File: config.mk
export PLATFORM = sky130hd
export DESIGN_NAME = uodio_top
export DESIGN_NICKNAME = d
export VERILOG_FILES = /design/src/logic/uodio_pkg.sv /design/src/logic/uodio_toggle_det.sv /design/src/logic/uodio_top.sv
export SDC_FILE = /design/constraint.sdc
export NUM_CORES = 1
export LEC_CHECK = 0
export BUFFER_PORTS_ARGS = -buffer_cell sky130_fd_sc_hd__buf_2
export CORE_MARGIN = 2
export CORE_UTILIZATION = 45
export CTS_CLUSTER_DIAMETER = 150
export DETAILED_ROUTE_END_ITERATION = 10
export SETUP_SLACK_MARGIN = 0.4
export SLEW_MARGIN = 20
export SYNTH_ARGS = -nofsm -noshare
export SYNTH_HDL_FRONTEND = slang
export SYNTH_SLANG_ARGS = --single-unit
File: constraint.sdc
create_clock -name sys_clk -period 5.18 [get_ports sys_clk]
set_input_delay 0.518 -clock sys_clk [delete_from_list [all_inputs] [get_ports sys_clk]]
set_output_delay 0.518 -clock sys_clk [all_outputs]
set_load 0.01 [all_outputs]
File: src/logic/uodio_pkg.sv
// Constants, register map and state codes for the IO-pin routing and
// object detection block.
// Assumes a single 10 MHz system clock shared by every file that imports it.
package uodio_pkg;

  // ************************************************************
  // Timing
  // ************************************************************
  localparam int CLK_HZ           = 10_000_000;
  localparam int TOF_UNIT_NS      = 1000;
  localparam int WIDTH_UNIT_US    = 4;
  localparam int US_CYCLES        = (TOF_UNIT_NS * (CLK_HZ / 1_000_000) + 999) / 1000;
  localparam logic [3:0] US_CNT_MAX  = 4'(US_CYCLES - 1);
  localparam logic [1:0] WIDTH_SUB_MAX = 2'(WIDTH_UNIT_US - 1);
  localparam int REC_UNIT_SHIFT   = 8;

  // ************************************************************
  // Objects
  // ************************************************************
  localparam int OBJ_MAX          = 8;
  localparam logic [3:0] OBJ_MAX_CNT = 4'(OBJ_MAX);
  localparam logic [7:0] WIDTH_SAT   = 8'hFE;
  localparam logic [7:0] ALL_ONES8   = 8'hFF;
  localparam logic [15:0] ALL_ONES16 = 16'hFFFF;

  // ************************************************************
  // Register map
  // ************************************************************
  localparam logic [5:0] ADDR_CTRL     = 6'h00;
  localparam logic [5:0] ADDR_STATUS   = 6'h01;
  localparam logic [5:0] ADDR_P1_REC   = 6'h02;
  localparam logic [5:0] ADDR_P2_REC   = 6'h03;
  localparam logic [5:0] ADDR_OBJ_REQ  = 6'h04;
  localparam logic [5:0] ADDR_OBJ_BASE = 6'h10;
  localparam logic [5:0] ADDR_OBJ_END  = 6'h30;

  localparam int CTRL_ROUTE_BIT  = 0;
  localparam int CTRL_DUMP_BIT   = 1;
  localparam int STAT_TOGGLE_BIT = 0;
  localparam int STAT_READY_BIT  = 1;
  localparam int STAT_BUSY_BIT   = 2;

  localparam logic [7:0] P1_REC_RST  = 8'h0F;
  localparam logic [7:0] P2_REC_RST  = 8'h0F;
  localparam logic [2:0] OBJ_REQ_RST = 3'h7;

  // ************************************************************
  // Toggle pattern bytes
  // ************************************************************
  localparam logic [7:0] TOG_BYTE0 = 8'hF0;
  localparam logic [7:0] TOG_BYTE1 = 8'hF8;
  localparam logic [7:0] TOG_BYTE2 = 8'hFC;

  typedef enum logic [2:0] {
    DET_IDLE       = 3'b000,
    DET_WAIT_BURST = 3'b001,
    DET_WAIT_BELOW = 3'b010,
    DET_RECORD     = 3'b011,
    DET_DONE       = 3'b100
  } uodio_det_e;

  typedef enum logic [1:0] {
    TOG_IDLE = 2'b00,
    TOG_GOT0 = 2'b01,
    TOG_GOT1 = 2'b10
  } uodio_tog_e;

endpackage

File: src/logic/uodio_toggle_det.sv
// Recognises the IO-pin interface toggle pattern in either pin mode.
// Assumes bytes from a receiver listening on the IO pin and a pulse from
// the time-command decoder when its three-pulse pattern is seen.
`timescale 1ns/1ps
module uodio_toggle_det
  import uodio_pkg::*;
(
  input  wire logic       sys_clk,
  input  wire logic       reset,
  input  wire logic       route_uart,
  input  wire logic       byte_valid,
  input  wire logic [7:0] byte_data,
  input  wire logic       tci_pattern,
  output logic            toggle_pulse
);
  import uodio_pkg::*;

  uodio_tog_e tog_state_reg;

  // ************************************************************
  // Byte sequence while the pin is in time-command mode
  // ************************************************************
  // A wrong byte restarts the search, but a stray first byte is reused.
  always_ff @(posedge sys_clk) begin
    if (reset || route_uart) begin
      tog_state_reg <= TOG_IDLE;
    end else if (byte_valid) begin
      case (tog_state_reg)
        TOG_IDLE: tog_state_reg <= (byte_data == TOG_BYTE0) ? TOG_GOT0 : TOG_IDLE;
        TOG_GOT0: tog_state_reg <= (byte_data == TOG_BYTE1) ? TOG_GOT1 :
                                   (byte_data == TOG_BYTE0) ? TOG_GOT0 : TOG_IDLE;
        TOG_GOT1: tog_state_reg <= (byte_data == TOG_BYTE0) ? TOG_GOT0 : TOG_IDLE;
        default:  tog_state_reg <= TOG_IDLE;
      endcase
    end
  end

  always_ff @(posedge sys_clk) begin
    if (reset) begin
      toggle_pulse <= 1'b0;
    end else begin
      toggle_pulse <= (!route_uart && byte_valid && tog_state_reg == TOG_GOT1 &&
                       byte_data == TOG_BYTE2) ||
                      (route_uart && tci_pattern);
    end
  end

  a_seq_toggle: assert property (@(posedge sys_clk) disable iff (reset)
    (!route_uart && byte_valid && tog_state_reg == TOG_GOT1 && byte_data == TOG_BYTE2)
    |=> toggle_pulse)
    else $error("Toggle byte sequence not recognised.");

  a_tci_toggle: assert property (@(posedge sys_clk) disable iff (reset)
    toggle_pulse |-> $past(tci_pattern) || $past(byte_valid))
    else $error("Toggle pulse without a cause.");

endmodule

File: src/logic/uodio_top.sv
// IO-pin UART routing, interface toggling and ultrasonic object detection.
// Assumes synchronous inputs, a UART core beside it and a DSP envelope feed.
//
// The strobed register port and the register offsets were chosen for this implementation.
`timescale 1ns/1ps
module uodio_top
  import uodio_pkg::*;
(
  input  wire logic       sys_clk,
  input  wire logic       reset,
  input  wire logic [5:0] reg_addr,
  input  wire logic [7:0] reg_wdata,
  input  wire logic       reg_we,
  input  wire logic       reg_re,
  output logic [7:0]      reg_rdata,
  input  wire logic       uart_txd_int,
  input  wire logic       uart_tx_busy,
  output logic            uart_rxd_int,
  input  wire logic       sync_mode,
  input  wire logic       rxd_pin,
  input  wire logic       rxd_floating,
  output logic            txd_pin,
  output logic            dedicated_xcvr_en,
  input  wire logic       io_in,
  output logic            io_out,
  output logic            io_oe,
  input  wire logic       tci_drive_low,
  input  wire logic       io_byte_valid,
  input  wire logic [7:0] io_byte,
  input  wire logic       tci_pattern,
  input  wire logic       run_start,
  input  wire logic       run_listen_only,
  input  wire logic       run_preset2,
  input  wire logic       burst_done,
  input  wire logic [7:0] echo_amp,
  input  wire logic [7:0] echo_thr,
  output logic            one_wire_link,
  output logic            results_ready
);
  import uodio_pkg::*;

  // ************************************************************
  // Control registers
  // ************************************************************
  logic       route_reg;
  logic       echo_dump_enable;
  logic [7:0] p1_rec_reg;
  logic [7:0] p2_rec_reg;
  logic [2:0] obj_req_reg;
  logic       pattern_toggle_flag;
  logic       toggle_pulse;

  uodio_toggle_det u_toggle (
    .sys_clk      (sys_clk),
    .reset        (reset),
    .route_uart   (route_reg),
    .byte_valid   (io_byte_valid),
    .byte_data    (io_byte),
    .tci_pattern  (tci_pattern),
    .toggle_pulse (toggle_pulse)
  );

  // Only the working copy flips; persisting it is the controller's job.
  always_ff @(posedge sys_clk) begin
    if (reset) begin
      route_reg <= 1'b0;
    end else if (toggle_pulse) begin
      route_reg <= ~route_reg;
    end else if (reg_we && reg_addr == ADDR_CTRL) begin
      route_reg <= reg_wdata[CTRL_ROUTE_BIT];
    end
  end

  always_ff @(posedge sys_clk) begin
    if (reset) begin
      echo_dump_enable <= 1'b0;
      p1_rec_reg       <= P1_REC_RST;
      p2_rec_reg       <= P2_REC_RST;
      obj_req_reg      <= OBJ_REQ_RST;
    end else if (reg_we) begin
      if (reg_addr == ADDR_CTRL) begin
        echo_dump_enable <= reg_wdata[CTRL_DUMP_BIT];
      end
      if (reg_addr == ADDR_P1_REC) begin
        p1_rec_reg <= reg_wdata;
      end
      if (reg_addr == ADDR_P2_REC) begin
        p2_rec_reg <= reg_wdata;
      end
      if (reg_addr == ADDR_OBJ_REQ) begin
        obj_req_reg <= reg_wdata[2:0];
      end
    end
  end

  // A toggle in the same cycle as the clearing read survives.
  always_ff @(posedge sys_clk) begin
    if (reset) begin
      pattern_toggle_flag <= 1'b0;
    end else if (toggle_pulse) begin
      pattern_toggle_flag <= 1'b1;
    end else if (reg_re && reg_addr == ADDR_STATUS) begin
      pattern_toggle_flag <= 1'b0;
    end
  end

  // ************************************************************
  // Pin routing
  // ************************************************************
  logic io_uart_on;
  logic ded_off;
  logic io_rx_bit;

  assign io_uart_on = route_reg && !sync_mode;
  assign ded_off    = route_reg && rxd_floating;
  // Our own drive is masked from the receiver, so a frame never echoes back.
  assign io_rx_bit  = uart_tx_busy ? 1'b1 : io_in;

  always_ff @(posedge sys_clk) begin
    if (reset) begin
      uart_rxd_int <= 1'b1;
    end else if (io_uart_on) begin
      uart_rxd_int <= ded_off ? io_rx_bit : (io_rx_bit & rxd_pin);
    end else begin
      uart_rxd_int <= rxd_pin;
    end
  end

  always_ff @(posedge sys_clk) begin
    if (reset) begin
      txd_pin           <= 1'b1;
      dedicated_xcvr_en <= 1'b1;
    end else begin
      txd_pin           <= (ded_off && !sync_mode) ? 1'b1 : uart_txd_int;
      dedicated_xcvr_en <= !(ded_off && !sync_mode);
    end
  end

  // Open drain: the pin is only ever pulled low.
  always_ff @(posedge sys_clk) begin
    if (reset) begin
      io_out <= 1'b0;
      io_oe  <= 1'b0;
    end else begin
      io_out <= 1'b0;
      if (route_reg) begin
        io_oe <= io_uart_on && uart_tx_busy && !uart_txd_int;
      end else begin
        io_oe <= tci_drive_low;
      end
    end
  end

  always_ff @(posedge sys_clk) begin
    if (reset) begin
      one_wire_link <= 1'b0;
    end else begin
      one_wire_link <= io_uart_on;
    end
  end

  // ************************************************************
  // Detection timing
  // ************************************************************
  uodio_det_e  det_state_reg;
  logic [3:0]  us_pre_reg;
  logic        us_tick;
  logic [16:0] rec_cnt_reg;
  logic [16:0] rec_limit;
  logic        rec_end;
  logic [15:0] time_us_reg;
  logic        above;
  logic        active;

  assign us_tick = (us_pre_reg == US_CNT_MAX);
  assign above   = echo_amp > echo_thr;
  assign active  = det_state_reg == DET_WAIT_BURST ||
                   det_state_reg == DET_WAIT_BELOW || det_state_reg == DET_RECORD;
  assign rec_limit = (17'(run_preset2 ? p2_rec_reg : p1_rec_reg) + 17'd1) << REC_UNIT_SHIFT;
  assign rec_end = active && us_tick && (rec_cnt_reg + 17'd1 >= rec_limit);

  always_ff @(posedge sys_clk) begin
    if (reset || run_start || us_tick) begin
      us_pre_reg <= 4'h0;
    end else begin
      us_pre_reg <= us_pre_reg + 4'h1;
    end
  end

  always_ff @(posedge sys_clk) begin
    if (reset || run_start) begin
      rec_cnt_reg <= 17'h00000;
    end else if (active && us_tick) begin
      rec_cnt_reg <= rec_cnt_reg + 17'd1;
    end
  end

  // Time of flight restarts on entry to recording.
  always_ff @(posedge sys_clk) begin
    if (reset || run_start || det_state_reg != DET_RECORD) begin
      time_us_reg <= 16'h0000;
    end else if (us_tick) begin
      time_us_reg <= time_us_reg + 16'h0001;
    end
  end

  // ************************************************************
  // Object tracking
  // ************************************************************
  logic [3:0]  obj_idx_reg;
  logic [3:0]  obj_req_cnt;
  logic        in_obj_reg;
  logic [15:0] tof_hold_reg;
  logic [7:0]  width_cnt_reg;
  logic [1:0]  width_sub_reg;
  logic [7:0]  peak_reg;
  logic        cross_up;
  logic        close_evt;
  logic        early_done;
  logic [7:0]  width_final;
  logic [7:0]  peak_final;

  assign obj_req_cnt = {1'b0, obj_req_reg} + 4'h1;
  assign cross_up = det_state_reg == DET_RECORD && !echo_dump_enable && !in_obj_reg &&
                    above && obj_idx_reg < obj_req_cnt;
  assign close_evt = det_state_reg == DET_RECORD && in_obj_reg && (!above || rec_end);
  assign early_done = close_evt && !rec_end && (obj_idx_reg + 4'h1 == obj_req_cnt);
  assign width_final = rec_end ? ALL_ONES8 : width_cnt_reg;
  assign peak_final = (echo_amp > peak_reg) ? echo_amp : peak_reg;

  always_ff @(posedge sys_clk) begin
    if (reset) begin
      det_state_reg <= DET_IDLE;
    end else if (run_start) begin
      if (echo_dump_enable) begin
        det_state_reg <= DET_DONE;
      end else begin
        det_state_reg <= run_listen_only ? DET_RECORD : DET_WAIT_BURST;
      end
    end else if (rec_end || early_done) begin
      det_state_reg <= DET_DONE;
    end else begin
      case (det_state_reg)
        DET_WAIT_BURST: det_state_reg <= burst_done ? DET_WAIT_BELOW : DET_WAIT_BURST;
        DET_WAIT_BELOW: det_state_reg <= above ? DET_WAIT_BELOW : DET_RECORD;
        DET_RECORD:     det_state_reg <= DET_RECORD;
        DET_DONE:       det_state_reg <= DET_DONE;
        DET_IDLE:       det_state_reg <= DET_IDLE;
        default:        det_state_reg <= DET_IDLE;
      endcase
    end
  end

  always_ff @(posedge sys_clk) begin
    if (reset || run_start) begin
      obj_idx_reg  <= 4'h0;
      in_obj_reg   <= 1'b0;
      tof_hold_reg <= 16'h0000;
    end else if (cross_up) begin
      in_obj_reg   <= 1'b1;
      tof_hold_reg <= time_us_reg;
    end else if (close_evt) begin
      in_obj_reg  <= 1'b0;
      obj_idx_reg <= obj_idx_reg + 4'h1;
    end
  end

  // Width saturates one below all ones so an open object stays distinct.
  always_ff @(posedge sys_clk) begin
    if (reset || cross_up || !in_obj_reg) begin
      width_cnt_reg <= 8'h00;
      width_sub_reg <= 2'h0;
      peak_reg      <= echo_amp;
    end else begin
      peak_reg <= peak_final;
      if (us_tick) begin
        width_sub_reg <= width_sub_reg + 2'h1;
        if (width_sub_reg == WIDTH_SUB_MAX && width_cnt_reg != WIDTH_SAT) begin
          width_cnt_reg <= width_cnt_reg + 8'h01;
        end
      end
    end
  end

  always_ff @(posedge sys_clk) begin
    if (reset || run_start) begin
      results_ready <= 1'b0;
    end else if (rec_end || early_done || det_state_reg == DET_DONE) begin
      results_ready <= 1'b1;
    end
  end

  // ************************************************************
  // Result slots
  // ************************************************************
  logic [15:0] slot_tof   [OBJ_MAX];
  logic [7:0]  slot_width [OBJ_MAX];
  logic [7:0]  slot_peak  [OBJ_MAX];

  // Slots are written once per run, so repeated reads agree.
  for (genvar gi = 0; gi < OBJ_MAX; gi++) begin : g_slot
    always_ff @(posedge sys_clk) begin
      if (reset || run_start) begin
        slot_tof[gi]   <= ALL_ONES16;
        slot_width[gi] <= ALL_ONES8;
        slot_peak[gi]  <= ALL_ONES8;
      end else if (close_evt && obj_idx_reg == 4'(gi)) begin
        slot_tof[gi]   <= tof_hold_reg;
        slot_width[gi] <= width_final;
        slot_peak[gi]  <= peak_final;
      end
    end
  end

  // ************************************************************
  // Register read port
  // ************************************************************
  function automatic logic obj_hit(input logic [5:0] addr);
    obj_hit = (addr >= ADDR_OBJ_BASE) && (addr < ADDR_OBJ_END);
  endfunction

  logic [5:0] obj_off;
  logic [7:0] rd_value;

  assign obj_off = reg_addr - ADDR_OBJ_BASE;

  always_comb begin
    rd_value = 8'h00;
    if (obj_hit(reg_addr)) begin
      case (obj_off[1:0])
        2'h0:    rd_value = slot_tof[obj_off[4:2]][7:0];
        2'h1:    rd_value = slot_tof[obj_off[4:2]][15:8];
        2'h2:    rd_value = slot_width[obj_off[4:2]];
        default: rd_value = slot_peak[obj_off[4:2]];
      endcase
    end else begin
      case (reg_addr)
        ADDR_CTRL:    rd_value = {6'h00, echo_dump_enable, route_reg};
        ADDR_STATUS:  rd_value = {5'h00, active, results_ready, pattern_toggle_flag};
        ADDR_P1_REC:  rd_value = p1_rec_reg;
        ADDR_P2_REC:  rd_value = p2_rec_reg;
        ADDR_OBJ_REQ: rd_value = {5'h00, obj_req_reg};
        default:      rd_value = 8'h00;
      endcase
    end
  end

  always_ff @(posedge sys_clk) begin
    if (reset) begin
      reg_rdata <= 8'h00;
    end else begin
      reg_rdata <= reg_re ? rd_value : 8'h00;
    end
  end

  // ************************************************************
  // Checks
  // ************************************************************
  a_route_rx_io: assert property (@(posedge sys_clk) disable iff (reset)
    (io_uart_on && rxd_floating && !uart_tx_busy) |=> uart_rxd_int == $past(io_in))
    else $error("IO pin not routed to UART receiver.");

  a_half_duplex: assert property (@(posedge sys_clk) disable iff (reset)
    (io_oe && one_wire_link) |-> $past(uart_tx_busy))
    else $error("IO pin driven while not transmitting.");

  a_ded_off: assert property (@(posedge sys_clk) disable iff (reset)
    (ded_off && !sync_mode) |=> (txd_pin && !dedicated_xcvr_en))
    else $error("Dedicated transceiver still active.");

  a_sync_io_off: assert property (@(posedge sys_clk) disable iff (reset)
    (route_reg && sync_mode) |=> !io_oe)
    else $error("IO transceiver active in sync mode.");

  a_obj_limit: assert property (@(posedge sys_clk) disable iff (reset)
    obj_idx_reg <= OBJ_MAX_CNT)
    else $error("More than eight objects recorded.");

  a_dump_nodet: assert property (@(posedge sys_clk) disable iff (reset)
    (echo_dump_enable && !run_start) |=> $stable(obj_idx_reg) && !$rose(in_obj_reg))
    else $error("Detection ran during echo dump.");

  a_thr_cross: assert property (@(posedge sys_clk) disable iff (reset)
    $rose(in_obj_reg) |-> $past(echo_amp) > $past(echo_thr))
    else $error("Object declared below threshold.");

  a_run_start: assert property (@(posedge sys_clk) disable iff (reset)
    (run_start && !echo_dump_enable && !run_listen_only) |=> det_state_reg == DET_WAIT_BURST)
    else $error("Run command not started at once.");

  a_listen_rec: assert property (@(posedge sys_clk) disable iff (reset)
    (run_start && !echo_dump_enable && run_listen_only)
    |=> (det_state_reg == DET_RECORD && time_us_reg == 16'h0000))
    else $error("Listen only did not start at record start.");

  a_early_done: assert property (@(posedge sys_clk) disable iff (reset)
    (early_done && !run_start) |=> (det_state_reg == DET_DONE ##1 results_ready))
    else $error("Record not ended after requested objects.");

  a_flag_clear: assert property (@(posedge sys_clk) disable iff (reset)
    (reg_re && reg_addr == ADDR_STATUS && !toggle_pulse) |=> !pattern_toggle_flag)
    else $error("Toggle flag not cleared by read.");

  a_toggle_inv: assert property (@(posedge sys_clk) disable iff (reset)
    toggle_pulse |=> (route_reg != $past(route_reg)) && pattern_toggle_flag)
    else $error("Toggle did not invert route bit.");

  a_reset_route: assert property (@(posedge sys_clk)
    reset |=> !route_reg && !one_wire_link)
    else $error("Route bit not cleared by reset.");

endmodule

-- Yosys cells after proc, flatten, opt, wreduce, memory -nomap -nowiden
Memories as Yosys holds them, arrays and structs flattened.
Cells that the tools add are included.
- flip-flop bits (word level): 118
- RAM bits: 256
- bits of input ports: 55
- word-level logic and storage cells: 242
- memories kept: 3
- $add $sub $neg: 9
- $lt $le $gt $ge: 6
- eq/ne operators: 27
- mux-type cells: 77
- bitwise gates (word level): 28
- reductions and logical operators: 67
- memories (name ; depth ; bits a word ; rd ports ; clocked after Yosys merged registers in ; wr ports ; line ; source):
    slot_tof ; 8 ; 16 ; 1 ; 0 ; 8 ; uodio_top.sv:296 ; logic [15:0] slot_tof [OBJ_MAX];
    slot_peak ; 8 ; 8 ; 1 ; 0 ; 8 ; uodio_top.sv:298 ; logic [7:0] slot_peak [OBJ_MAX];
    slot_width ; 8 ; 8 ; 1 ; 0 ; 8 ; uodio_top.sv:297 ; logic [7:0] slot_width [OBJ_MAX];
- operators by type and width (kind ; count):
    $mux W8 ; 21
    $mux W16 ; 8
    $pmux W8 S5 ; 1
    $mux W1 ; 38
    $logic_and A1 B1 Y1 ; 31
    $eq A8 B8 Y1 const B ; 3
    $or A1 B1 Y1 ; 24
    $pmux W8 S3 ; 1
    $add A17 B1 Y17 const B ; 1
    $ge A17 B17 Y1 ; 1
    $add A16 B1 Y16 const B ; 1
    $eq A4 B3 Y1 const B ; 4
    $gt A8 B8 Y1 ; 2
    $eq A6 B2 Y1 const B ; 2
    $logic_or A1 B1 Y1 ; 12
    $pmux W3 S4 ; 1
    $reduce_and A2 Y1 ; 6
    $add A8 B1 Y9 const B ; 1
    $mux W3 ; 3
    $add A4 B1 Y4 const B ; 2
    $add A8 B1 Y8 const B ; 1
    $eq A4 B2 Y1 const B ; 2
    $logic_not A1 Y1 ; 8
    $ne A8 B8 Y1 const B ; 1
    26 further kinds ; 39

-- Logic depth before layout (Yosys ltp)
Gate-level depths: netlist of run 1.
- depth after elaboration: 12
- mapped depth: 16

-- Modules after synthesis
A second synthesis of run 1 with hierarchy kept.
- cell total of the unflattened synthesis: 1435
- area, all modules: 17400.4 µm²
- modules (own cells, without submodules) (module ; times used ; cells each ; area an instance (µm²)):
    uodio_top ; 1 ; 1417 ; 17240.3
    uodio_toggle_det ; 1 ; 18 ; 160.2

-- Worst setup path after synthesis of run 1
Ideal clock, no wire load.
- kind: register to register
- start point: register rec_cnt_reg[3]
- end point: memory slot_peak[0][0] (enable)
- arrival time: 3988 ps
- required time: 4803 ps
- setup slack: 815 ps
- stages on the path, launching flop included: 15
- buffers on the path: 2
- path through: dfxtp_1 > nand4_1 > nor4_2 > and4_1 > clkbuf_1 > nand3_1 > xnor2_1 > ha_1 > nand3_1 > or4_1 > a211oi_2 > o31ai_4 > a21oi_1 > buf_2 > a31o_2
- RTL lines (element ; line ; source):
    start: declaration ; uodio_top.sv:168 ; logic [16:0] rec_cnt_reg;
    start signal: assignment ; uodio_top.sv:194 ; rec_cnt_reg <= rec_cnt_reg + 17'd1;
    end: declaration ; uodio_top.sv:298 ;

==> impl_metrics.yaml, run 1 <==
run_status:
  run_status: "complete, no violations"
sta:
  clock_skew_ns: 0.0170
  slew-limit-headroom_pct: 30.5
  timing.final.max_slew_violations: 0
  fin_crit_ns: 4.55
  max_slew.worst_pin.slew_ns: 1.04
  rsz_0062_raised_after_global_routing: "yes"
  tns_setup_ns: 0
  hold_viol: 0
  setup-violations-final: 0
  final.setup.worst_slack_ns: 0.625
  timing.final.crit_share_pct: 87.9
  achievable-frequency_mhz: 220
setup_path:
  crit_path_end: "slot_tof[4][8]"
  arrival_ns: 4.81
  setup.worst_path.start_class: "flip-flop"
  timing.rr.end: "slot_tof[4][8]"
  timing.reg2reg.setup_slack_ns: 0.63
  crit_start: "rec_cnt_reg[2]"
  critical_path_peak_fanout: 24
  crit_required_ns: 5.43
  critical_path.reg2reg.startpoint: "rec_cnt_reg[2]"
  critical_path_class: "reg -> reg"
  cp-end-kind: "flip-flop"
  reg2reg_depth: 15
logic_synthesis:
  synth-edff-count: 256
  synth.yosys.seq_area_share_pct: 56.0
  synthMostInstantiatedCell: "sky130_fd_sc_hd__edfxtp_1"
  synth.cell_area_um2: 18000
  yosys-top-cells-area: "sky130_fd_sc_hd__edfxtp_1, sky130_fd_sc_hd__dfxtp_1, sky130_fd_sc_hd__mux4_2"
  synth_top_cells_by_count: "sky130_fd_sc_hd__edfxtp_1, sky130_fd_sc_hd__dfxtp_1, sky130_fd_sc_hd__or2_1, sky130_fd_sc_hd__nand3_1, sky130_fd_sc_hd__nor2_1"
  syn_avg_cell_area_um2: 12.7
  synthDominantCellAreaShare_pct: 42.8
  syn-num-nets: 1516
  synth_top_cell_by_area: "sky130_fd_sc_hd__edfxtp_1"
  post_synth_inst_count: 1417
  synth_seq_cells: 374
  asyncSetResetFlopFracSynth_pct: 0
  yosysWarningCount: 0
  synth-main-ff-cell: "sky130_fd_sc_hd__edfxtp_1"
  synth_cell_types: 69
placement:
  number_of_i_o_port_buffers: 68
  dp_slack_ns: 0.450
  place_congestion: 0.864
  dpl-instance-area_um2: 18800
  post-place-cells: 1952
  place.detailed.hpwl_um: 28000
cts:
  clkLatencyLatePin_ns: 0.56
  cts_htree_levels: 2
  ctsRootBufferMaster: "sky130_fd_sc_hd__clkbuf_16"
  tritoncts: "done"
  clk_pin_slew_worst_paths_ns: 0.06
  cts-buffers-inserted: 41
  post-cts-setup-buffer-count: 0
  cts_hold_repair_buffers: 0
  clk_path_buf_depth: 3
  postCtsResizedCells: 0
  clock-sinks: 374
grt:
  gr-usage-all-layers_pct: 21.1
  grt_first_pass_wirelength_um: 66100
  grt_pass1_vias: 11300
  initial_antenna_violation_count: 1
  global_route.overflow_total: 0
  pin_count_of_the_biggest_net_entering_global_routing: 68
layout:
  insertedDiodeCount: 0
  layoutNonFillerInstCount: 2028
  final_area_um2: 20200
  largest_register: "slot_tof"
  layout.nets: 1569
  largest_register_ff_count: 128
  flow.area_growth_from_synthesis_pct: 12.3
  largest_registers: "slot_tof x128, slot_peak x64, slot_width x64"
  final_layout_size_suffix_gt1_share_pct: 22.3
power_and_ir_drop:
  max-vdd-ir-drop_mv: 0.231
  powerDensity_nw_per_um2: 322
  power.static_leakage_nw: 6.46
die:
  design.die.area_um2: 41500
  design.portCount: 70
  floorplan.initialDensity_pct: 45.4
  core.rowCount: 73
  core_area_um2: 39500
  vert_die_dim_um: 204
  dieWidth_um: 204
route:
  drt-vias-per-instance: 5.52
  dr_total_vias: 11200
  detail_route.drc_violations: 0
  post_drt_wl_per_cell_um: 20.9
  detailedRoute.firstIterationViolations: 781
  wirelength_um: 42300
  detail_route.first_pass.iterations: 5
  ant_nets: 0
worst_hold_path:
  min_path_type: "in -> reg"
  min-delay-start: "rxd_floating"
flow_run:
  max_cap_viol_count: 0
[area by class of cell]
class,count,area [um2]
fill,3406,19400
sequential,374,10000
multi-input combinational,919,7360
clock buffer,52,1100
tap,525,657
timing repair buffer,95,627
clock inverter,24,220
inverter,39,146
[cell families (layout without fill, tap and decap cells)]
logic type                 count (synthesis)  count (layout)  share of synthesized area [%]
AOI/OAI and AO/OA                        141             141                           6.19
xor gates and xnor gates                  58              58                           2.83
adders and majority gates                 44              44                           3.07
buffers and inverters                    124             210                           3.22
DFF                                      374             374                           56.0
muxes                                    118             118                           12.2
other                                      1               1                         0.0209
and+or+nand+nor                          557             557                           16.5
[worst min path at each step]
| stage | depth (start not counted) | slack (ns) | endpoint |
|---|---|---|---|
| finish | 2 | 0.16 | dedicated_xcvr_en |
| global route | 2 | 0.16 | dedicated_xcvr_en |
| CTS | 2 | 0.14 | dedicated_xcvr_en |
| detailed placement | 1 | 0.46 | route_reg |
| global placement | 1 | 0.45 | us_pre_reg[0] |
| floorplan | 1 | 0.43 | us_pre_reg[0] |
[per-layer routing]
layer / share of wire (%) / routed length (um) / global-route usage [%] / vias to the layer above
met2: 49 / 20500 / 35.7 / 272
met1: 44 / 18500 / 28.1 / 5532
met3: 5.6 / 2360 / 3.02 / 62
met5: 0 / 0 / 0 / -
met4: 2.1 / 901 / 6.28 / 0
li1: - / - / - / 5327
[per-stage QoR]
step	total power, mW	hold WS (ns)	utilization, %
after global placement	3.69	0.450	47.6
final	6.48	0.161	51.0
after detailed placement	3.70	0.458	47.6
after global routing	6.69	0.164	51.0
after CTS	6.55	0.140	50.9
after floorplan	3.55	0.433	-
[placed cells by master (no fill, tap or decap), types with 7 or more instances in the layout]
master and n:
sky130_fd_sc_hd__o21ai_0 31, sky130_fd_sc_hd__mux4_2 80, sky130_fd_sc_hd__mux2i_1 36, sky130_fd_sc_hd__nand2b_1 11, sky130_fd_sc_hd__edfxtp_1 256, sky130_fd_sc_hd__or2_2 70
sky130_fd_sc_hd__o2111ai_4 7, sky130_fd_sc_hd__clkbuf_1 8, sky130_fd_sc_hd__xor2_1 31, sky130_fd_sc_hd__xnor2_1 27, sky130_fd_sc_hd__a21oi_1 32, sky130_fd_sc_hd__dfxtp_1 118
sky130_fd_sc_hd__or2_1 115, sky130_fd_sc_hd__a31o_2 8, sky130_fd_sc_hd__ha_1 44, sky130_fd_sc_hd__nor2_1 87, sky130_fd_sc_hd__and3_1 22, sky130_fd_sc_hd__nand3_1 101
sky130_fd_sc_hd__inv_1 38, sky130_fd_sc_hd__clkinv_1 10, sky130_fd_sc_hd__clkbuf_16 41, sky130_fd_sc_hd__nand4_1 23, sky130_fd_sc_hd__o211ai_1 8, sky130_fd_sc_hd__a22oi_1 14
sky130_fd_sc_hd__buf_4 21, sky130_fd_sc_hd__buf_2 67, sky130_fd_sc_hd__nor2b_1 9, sky130_fd_sc_hd__nand2_1 79, sky130_fd_sc_hd__or3_1 8, sky130_fd_sc_hd__nor3_1 12
[critical path: stages (launching register included)]
cell and delay [ns]:
sky130_fd_sc_hd__dfxtp_1 0.50, sky130_fd_sc_hd__nand4_1 0.22, sky130_fd_sc_hd__nor4_2 0.26, sky130_fd_sc_hd__buf_4 0.20, sky130_fd_sc_hd__and4_1 0.19, sky130_fd_sc_hd__buf_4 0.15
sky130_fd_sc_hd__nand3_1 0.10, sky130_fd_sc_hd__xnor2_1 0.15, sky130_fd_sc_hd__ha_1 0.30, sky130_fd_sc_hd__nand3_1 0.12, sky130_fd_sc_hd__or4_1 0.57, sky130_fd_sc_hd__a211oi_2 0.28
sky130_fd_sc_hd__o31ai_4 0.20, sky130_fd_sc_hd__a21oi_4 0.33, sky130_fd_sc_hd__a31o_2 0.41, sky130_fd_sc_hd__buf_12 0.25
[power breakdown]
group | total [mW] | switching (mW) | internal (mW)
clock | 2.85 | 1.19 | 1.66
sequential | 3.26 | 0.0194 | 3.24
combinational | 0.372 | 0.229 | 0.143
total | 6.48 | 1.44 | 5.04
Power figures use the tool's default switching activity.
==> run 2: changes to the inputs <==
RECOVER_POWER = 100   (was unset)
==> impl_metrics.yaml, run 2 (synthesis results as in run 1) <==
run_status:
  violated_checks: "capacitance limit, slew limit"
  run_status: "complete, but fails checks"
power_and_ir_drop:
  powerDensity_nw_per_um2: 323
  post-layout-total-power_mw: 6.48
  max-vdd-ir-drop_mv: 0.232
  power.static_leakage_nw: 6.38
die:
  design.portCount: 70
  core_area_um2: 39500
  floorplan.initialDensity_pct: 45.4
  vert_die_dim_um: 204
  core.rowCount: 73
  design.die.area_um2: 41500
  dieWidth_um: 204
sta:
  final.setup.worst_slack_ns: 0.486
  fin_worst_hold_slack_ns: 0.160
  fin_crit_ns: 4.69
  max_slew.worst_pin.slew_ns: 1.74
  achievable-frequency_mhz: 213
  timing.final.crit_share_pct: 90.6
  clock_skew_ns: 0.0167
  setup-violations-final: 0
  hold_viol: 0
  rsz_0062_raised_after_global_routing: "yes"
  tns_setup_ns: 0
  slew-limit-headroom_pct: -16.0
  timing.final.max_slew_violations: 27
layout:
  layoutNonFillerInstCount: 2029
  final_layout_size_suffix_gt1_share_pct: 20.8
  largest_register_ff_count: 128
  final_core_util_pct: 50.8
  layout.nets: 1569
  commonest_non_fill_non_tap_cell_in_the_layout: "sky130_fd_sc_hd__edfxtp_1"
  flow.area_growth_from_synthesis_pct: 11.9
  largest_register: "slot_tof"
  most-common-layout-cells: "sky130_fd_sc_hd__edfxtp_1, sky130_fd_sc_hd__dfxtp_1, sky130_fd_sc_hd__or2_1"
  largest_registers: "slot_tof x128, slot_peak x64, slot_width x64"
  final_area_um2: 20100
grt:
  pin_count_of_the_biggest_net_entering_global_routing: 68
  initial_antenna_violation_count: 1
  grt_first_pass_wirelength_um: 66100
  gr-usage-all-layers_pct: 21.1
  grt_pass1_vias: 11300
  global_route.overflow_total: 0
setup_path:
  crit_required_ns: 5.43
  crit_start: "rec_cnt_reg[2]"
  critical_path.reg2reg.startpoint: "rec_cnt_reg[2]"
  critical_path_peak_fanout: 24
  critical_path_class: "reg -> reg"
  cp-end-kind: "flip-flop"
  arrival_ns: 4.95
  setup.worst_path.start_class: "flip-flop"
route:
  dr_total_vias: 11200
  wirelength_um: 42300
  post_drt_wl_per_cell_um: 20.8
  ant_nets: 0
  detailedRoute.firstIterationViolations: 770
  drt-vias-per-instance: 5.53
  detail_route.first_pass.iterations: 4
  detail_route.drc_violations: 0
cts:
  clkLatencyLatePin_ns: 0.56
  cts_htree_levels: 2
  clock-sinks: 374
  clk_pin_slew_worst_paths_ns: 0.06
  ctsRootBufferMaster: "sky130_fd_sc_hd__clkbuf_16"
  tritoncts: "done"
  cts-buffers-inserted: 41
  cts_hold_repair_buffers: 0
  clk_path_buf_depth: 3
placement:
  place_congestion: 0.864
  place.detailed.hpwl_um: 28000
  dp_slack_ns: 0.450
  number_of_i_o_port_buffers: 68
  post-place-cells: 1952
  dpl-instance-area_um2: 18800
worst_hold_path:
  min-delay-start: "rxd_floating"
  min_path_type: "in -> reg"
flow_run:
  max_cap_viol_count: 2
==> run 2: final timing paths <==
kind,end,slack [ns],cells past startpoint
worst max-delay path,slot_tof[4][8],0.49,15
worst min-delay path,dedicated_xcvr_en,0.16,2
worst max register to register,slot_tof[4][8],0.49,15
worst min register to register,us_pre_reg[0],0.47,1
==> run 2: what timing repair did <==
action,4_1_cts,5_1_grt
setup buffers,0,0
gates resized for setup,0,4
setup endpoints to repair,0,113
==> run 2: layout make-up <==
cell class	count	area (um2)
Clock inverter	24	220
Tap cell	525	657
Clock buffer	52	1100
Antenna cell	1	2.50
Fill cell	3425	19500
Timing Repair Buffer	95	589
Sequential cell	374	10000
Inverter	39	146
Multi-Input combinational cell	919	7320
==> run 2: metal layers <==
layer / wire [um] / GRT usage (%)
met1: 18900 / 28.1
met2: 20700 / 35.7
met3: 1850 / 3.02
met4: 815 / 6.28
met5: 0 / 0
==> run 2: report_power, final <==
group | switching [mW] | internal (mW) | leakage (nW)
clock | 1.19 | 1.66 | 0.631
sequential | 0.0196 | 3.24 | 3.06
combinational | 0.228 | 0.141 | 2.69
total | 1.44 | 5.04 | 6.38
==> run 2: worst max-delay path, cell delays in order, from the launching register on <==
cell,delay (ns)
sky130_fd_sc_hd__dfxtp_1,0.50
sky130_fd_sc_hd__nand4_1,0.22
sky130_fd_sc_hd__nor4_2,0.26
sky130_fd_sc_hd__buf_4,0.20
sky130_fd_sc_hd__and4_1,0.19
sky130_fd_sc_hd__buf_4,0.15
sky130_fd_sc_hd__nand3_1,0.10
sky130_fd_sc_hd__xnor2_1,0.15
sky130_fd_sc_hd__ha_1,0.30
sky130_fd_sc_hd__nand3_1,0.12
sky130_fd_sc_hd__or4_1,0.55
sky130_fd_sc_hd__a211oi_1,0.33
sky130_fd_sc_hd__o31ai_2,0.28
sky130_fd_sc_hd__a21oi_4,0.35
sky130_fd_sc_hd__a31o_2,0.42
sky130_fd_sc_hd__buf_12,0.25
==> run 3: changes to the inputs <==
ABC_AREA = 1   (was unset)
CAP_MARGIN = 20   (was unset)
GPL_TIMING_DRIVEN = 0   (was unset)
==> impl_metrics.yaml, run 3 <==
sta:
  hold_viol: 0
  timing.final.max_slew_violations: 2
  rsz_0062_raised_after_global_routing: "no"
  fin_crit_ns: 4.65
  timing.final.crit_share_pct: 89.7
  max_slew.worst_pin.slew_ns: 1.49
  setup-violations-final: 0
  achievable-frequency_mhz: 215
  slew-limit-headroom_pct: -0.357
  clock_skew_ns: 0.0221
cts:
  tritoncts: "done"
  clk_pin_slew_worst_paths_ns: 0.06
  cts_htree_levels: 2
  cts-buffers-inserted: 41
  clock-sinks: 374
  clkLatencyLatePin_ns: 0.56
  clk_path_buf_depth: 3
  ctsRootBufferMaster: "sky130_fd_sc_hd__clkbuf_16"
setup_path:
  setup.worst_path.start_class: "flip-flop"
  cp-end-kind: "flip-flop"
  critical_path_class: "reg -> reg"
  timing.reg2reg.setup_slack_ns: 0.53
  timing.rr.end: "slot_width[2][7]"
  critical_path_peak_fanout: 10
  critical_path.reg2reg.startpoint: "p2_rec_reg[0]"
  reg2reg_depth: 23
  arrival_ns: 4.91
  crit_required_ns: 5.44
layout:
  largest_register: "slot_tof"
  layout.nets: 2152
  commonest_non_fill_non_tap_cell_in_the_layout: "sky130_fd_sc_hd__edfxtp_1"
  final_core_util_pct: 52.2
  largest_register_ff_count: 128
  layout.filler_cells: 3743
  largest_registers: "slot_tof x128, slot_peak x64, slot_width x64"
  flow.area_growth_from_synthesis_pct: 14.1
  most-common-layout-cells: "sky130_fd_sc_hd__edfxtp_1, sky130_fd_sc_hd__nand2_1, sky130_fd_sc_hd__nand4_1"
  final_layout_size_suffix_gt1_share_pct: 9.75
logic_synthesis:
  syn-num-nets: 2025
  synth_top_cells_by_count: "sky130_fd_sc_hd__edfxtp_1, sky130_fd_sc_hd__nand2_1, sky130_fd_sc_hd__nand4_1, sky130_fd_sc_hd__o21ai_0, sky130_fd_sc_hd__inv_1"
  synth.yosys.seq_area_share_pct: 55.1
  synthDominantCellAreaShare_pct: 42.2
  synthMostInstantiatedCell: "sky130_fd_sc_hd__edfxtp_1"
  yosysWarningCount: 0
  synth_top_cell_by_area: "sky130_fd_sc_hd__edfxtp_1"
  yosys-top-cells-area: "sky130_fd_sc_hd__edfxtp_1, sky130_fd_sc_hd__dfxtp_1, sky130_fd_sc_hd__nand4_1"
  synth_cell_types: 47
  synth_seq_cells: 374
  syn_avg_cell_area_um2: 9.46
  synth-edff-count: 256
  asyncSetResetFlopFracSynth_pct: 0
  post_synth_inst_count: 1926
  synth-main-ff-cell: "sky130_fd_sc_hd__edfxtp_1"
  synth.cell_area_um2: 18200
worst_hold_path:
  hold_path_depth: 2
  min-delay-start: "uart_txd_int"
  min_path_type: "in -> reg"
  hold_end: "txd_pin"
placement:
  place_congestion: 0.952
  place.detailed.hpwl_um: 45100
  number_of_i_o_port_buffers: 65
die:
  core_area_um2: 39800
  floorplan.initialDensity_pct: 45.8
  core.rowCount: 73
  dieWidth_um: 205
  design.portCount: 70
  vert_die_dim_um: 205
  design.die.area_um2: 42100
route:
  detailedRoute.firstIterationViolations: 1994
  ant_nets: 0
  detail_route.drc_violations: 0
  wirelength_um: 65600
  dr_total_vias: 16100
  drt-vias-per-instance: 6.18
  detail_route.first_pass.iterations: 8
  post_drt_wl_per_cell_um: 25.1
run_status:
  run_status: "complete, but fails checks"
  violated_checks: "capacitance limit, slew limit"
grt:
  grt_first_pass_wirelength_um: 96900
  grt_pass1_vias: 15200
  pin_count_of_the_biggest_net_entering_global_routing: 21
  gr-usage-all-layers_pct: 31.3
  global_route.overflow_total: 0
  initial_antenna_violation_count: 0
flow_run:
  max_cap_viol_count: 2
power_and_ir_drop:
  max-vdd-ir-drop_mv: 0.204
  post-layout-total-power_mw: 6.62
  power.static_leakage_nw: 6.64
  powerDensity_nw_per_um2: 319
[run 3: cell count changes after synthesis, sizes merged, moves of 90 or more]
cell   previous run  this run
a21oi            33       123
inv              38       168
o21ai            31       176
or2             185         4
nand2            79       258
nand4            23       213
[run 3: metrics by stage]
step	instances	worst slack, ns	hold slack, ns	TNS (ns)	instance area (um2)
after floorplan	1926	0.192	0.433	0	18200
after global placement	2516	-2.06	0.445	-346.27	19200
after global routing	2607	0.228	0.188	0	20800
after CTS	2596	0.444	0.169	0	20800
final	2608	0.532	0.186	0	20800
after detailed placement	2524	-0.233	0.458	-12.71	19500
[run 3: routing by layer]
metal	wire length [um]	global-route usage, %	part of all wire (%)
met5	0	0	0
met4	3270	15.1	5.0
met3	7600	6.22	12
met2	28800	47.3	44
met1	25900	43.2	39
[run 3: final cells by class]
class                      instances  area, um2  share of cell area (%)
timing repair buffer              84        643                    3.09
inverter                         170        638                    3.07
buffer                           141        718                    3.45
antenna                            1       2.50                  0.0120
clock inverter                    10       95.1                   0.457
multi-input combinational       1241       6800                    32.7
clock buffer                      62       1190                    5.72
sequential                       374      10000                    48.3
tap                              525        657                    3.16
[run 3: critical path, cell delays in order (launching register included)]
cell and delay (ns):
sky130_fd_sc_hd__dfxtp_1 0.30, sky130_fd_sc_hd__inv_1 0.05, sky130_fd_sc_hd__nand2_1 0.05, sky130_fd_sc_hd__o21ai_0 0.22
sky130_fd_sc_hd__inv_1 0.15, sky130_fd_sc_hd__ha_1 0.19, sky130_fd_sc_hd__nor3b_1 0.29, sky130_fd_sc_hd__or3b_2 0.51
sky130_fd_sc_hd__xnor2_1 0.15, sky130_fd_sc_hd__ha_1 0.33, sky130_fd_sc_hd__nand2_1 0.07, sky130_fd_sc_hd__nor2_1 0.19
sky130_fd_sc_hd__nand2_1 0.08, sky130_fd_sc_hd__nor2_1 0.09, sky130_fd_sc_hd__nand2_1 0.06, sky130_fd_sc_hd__nor2_1 0.08
sky130_fd_sc_hd__nand3_1 0.11, sky130_fd_sc_hd__nand2_1 0.08, sky130_fd_sc_hd__nand2_1 0.20, sky130_fd_sc_hd__nand2_4 0.17
sky130_fd_sc_hd__nand3_2 0.13, sky130_fd_sc_hd__nor2_2 0.37, sky130_fd_sc_hd__clkbuf_2 0.36, sky130_fd_sc_hd__nand3_1 0.11
[run 3: power by group]
group	internal [mW]	switching (mW)	leakage [nW]
clock	1.68	1.21	0.636
sequential	3.19	0.00658	2.84
combinational	0.132	0.410	3.16
total	5.00	1.62	6.64
[run 3: how the worst max path moves through the flow]
stage	from	depth (start not counted)	endpoint
3_3_place_gp	run_preset2	21	slot_width[5][7]
6_report	p2_rec_reg[0]	23	slot_width[2][7]
3_5_place_dp	run_preset2	25	slot_tof[7][12]
5_1_grt	p2_rec_reg[0]	25	slot_peak[3][3]
4_1_cts	run_preset2	25	slot_tof[3][6]
2_1_floorplan	run_preset2	20	slot_peak[1][0]
[run 3: cell families after synthesis]
family	count (synthesis)	synth area share (%)
xor+xnor	20	0.961
other cells	1	0.0206
fa+ha+maj	44	3.02
compound gates	388	12.2
buf+inv	311	7.54
simple gates	788	21.2
flops	374	55.1
[run 3: timing repair]
item	4_1_cts	5_1_grt
buffers inserted	0	11
pin swaps	0	3
endpoints found under the setup margin	52	282
hold buffers	0	0
gates resized for setup	3	8
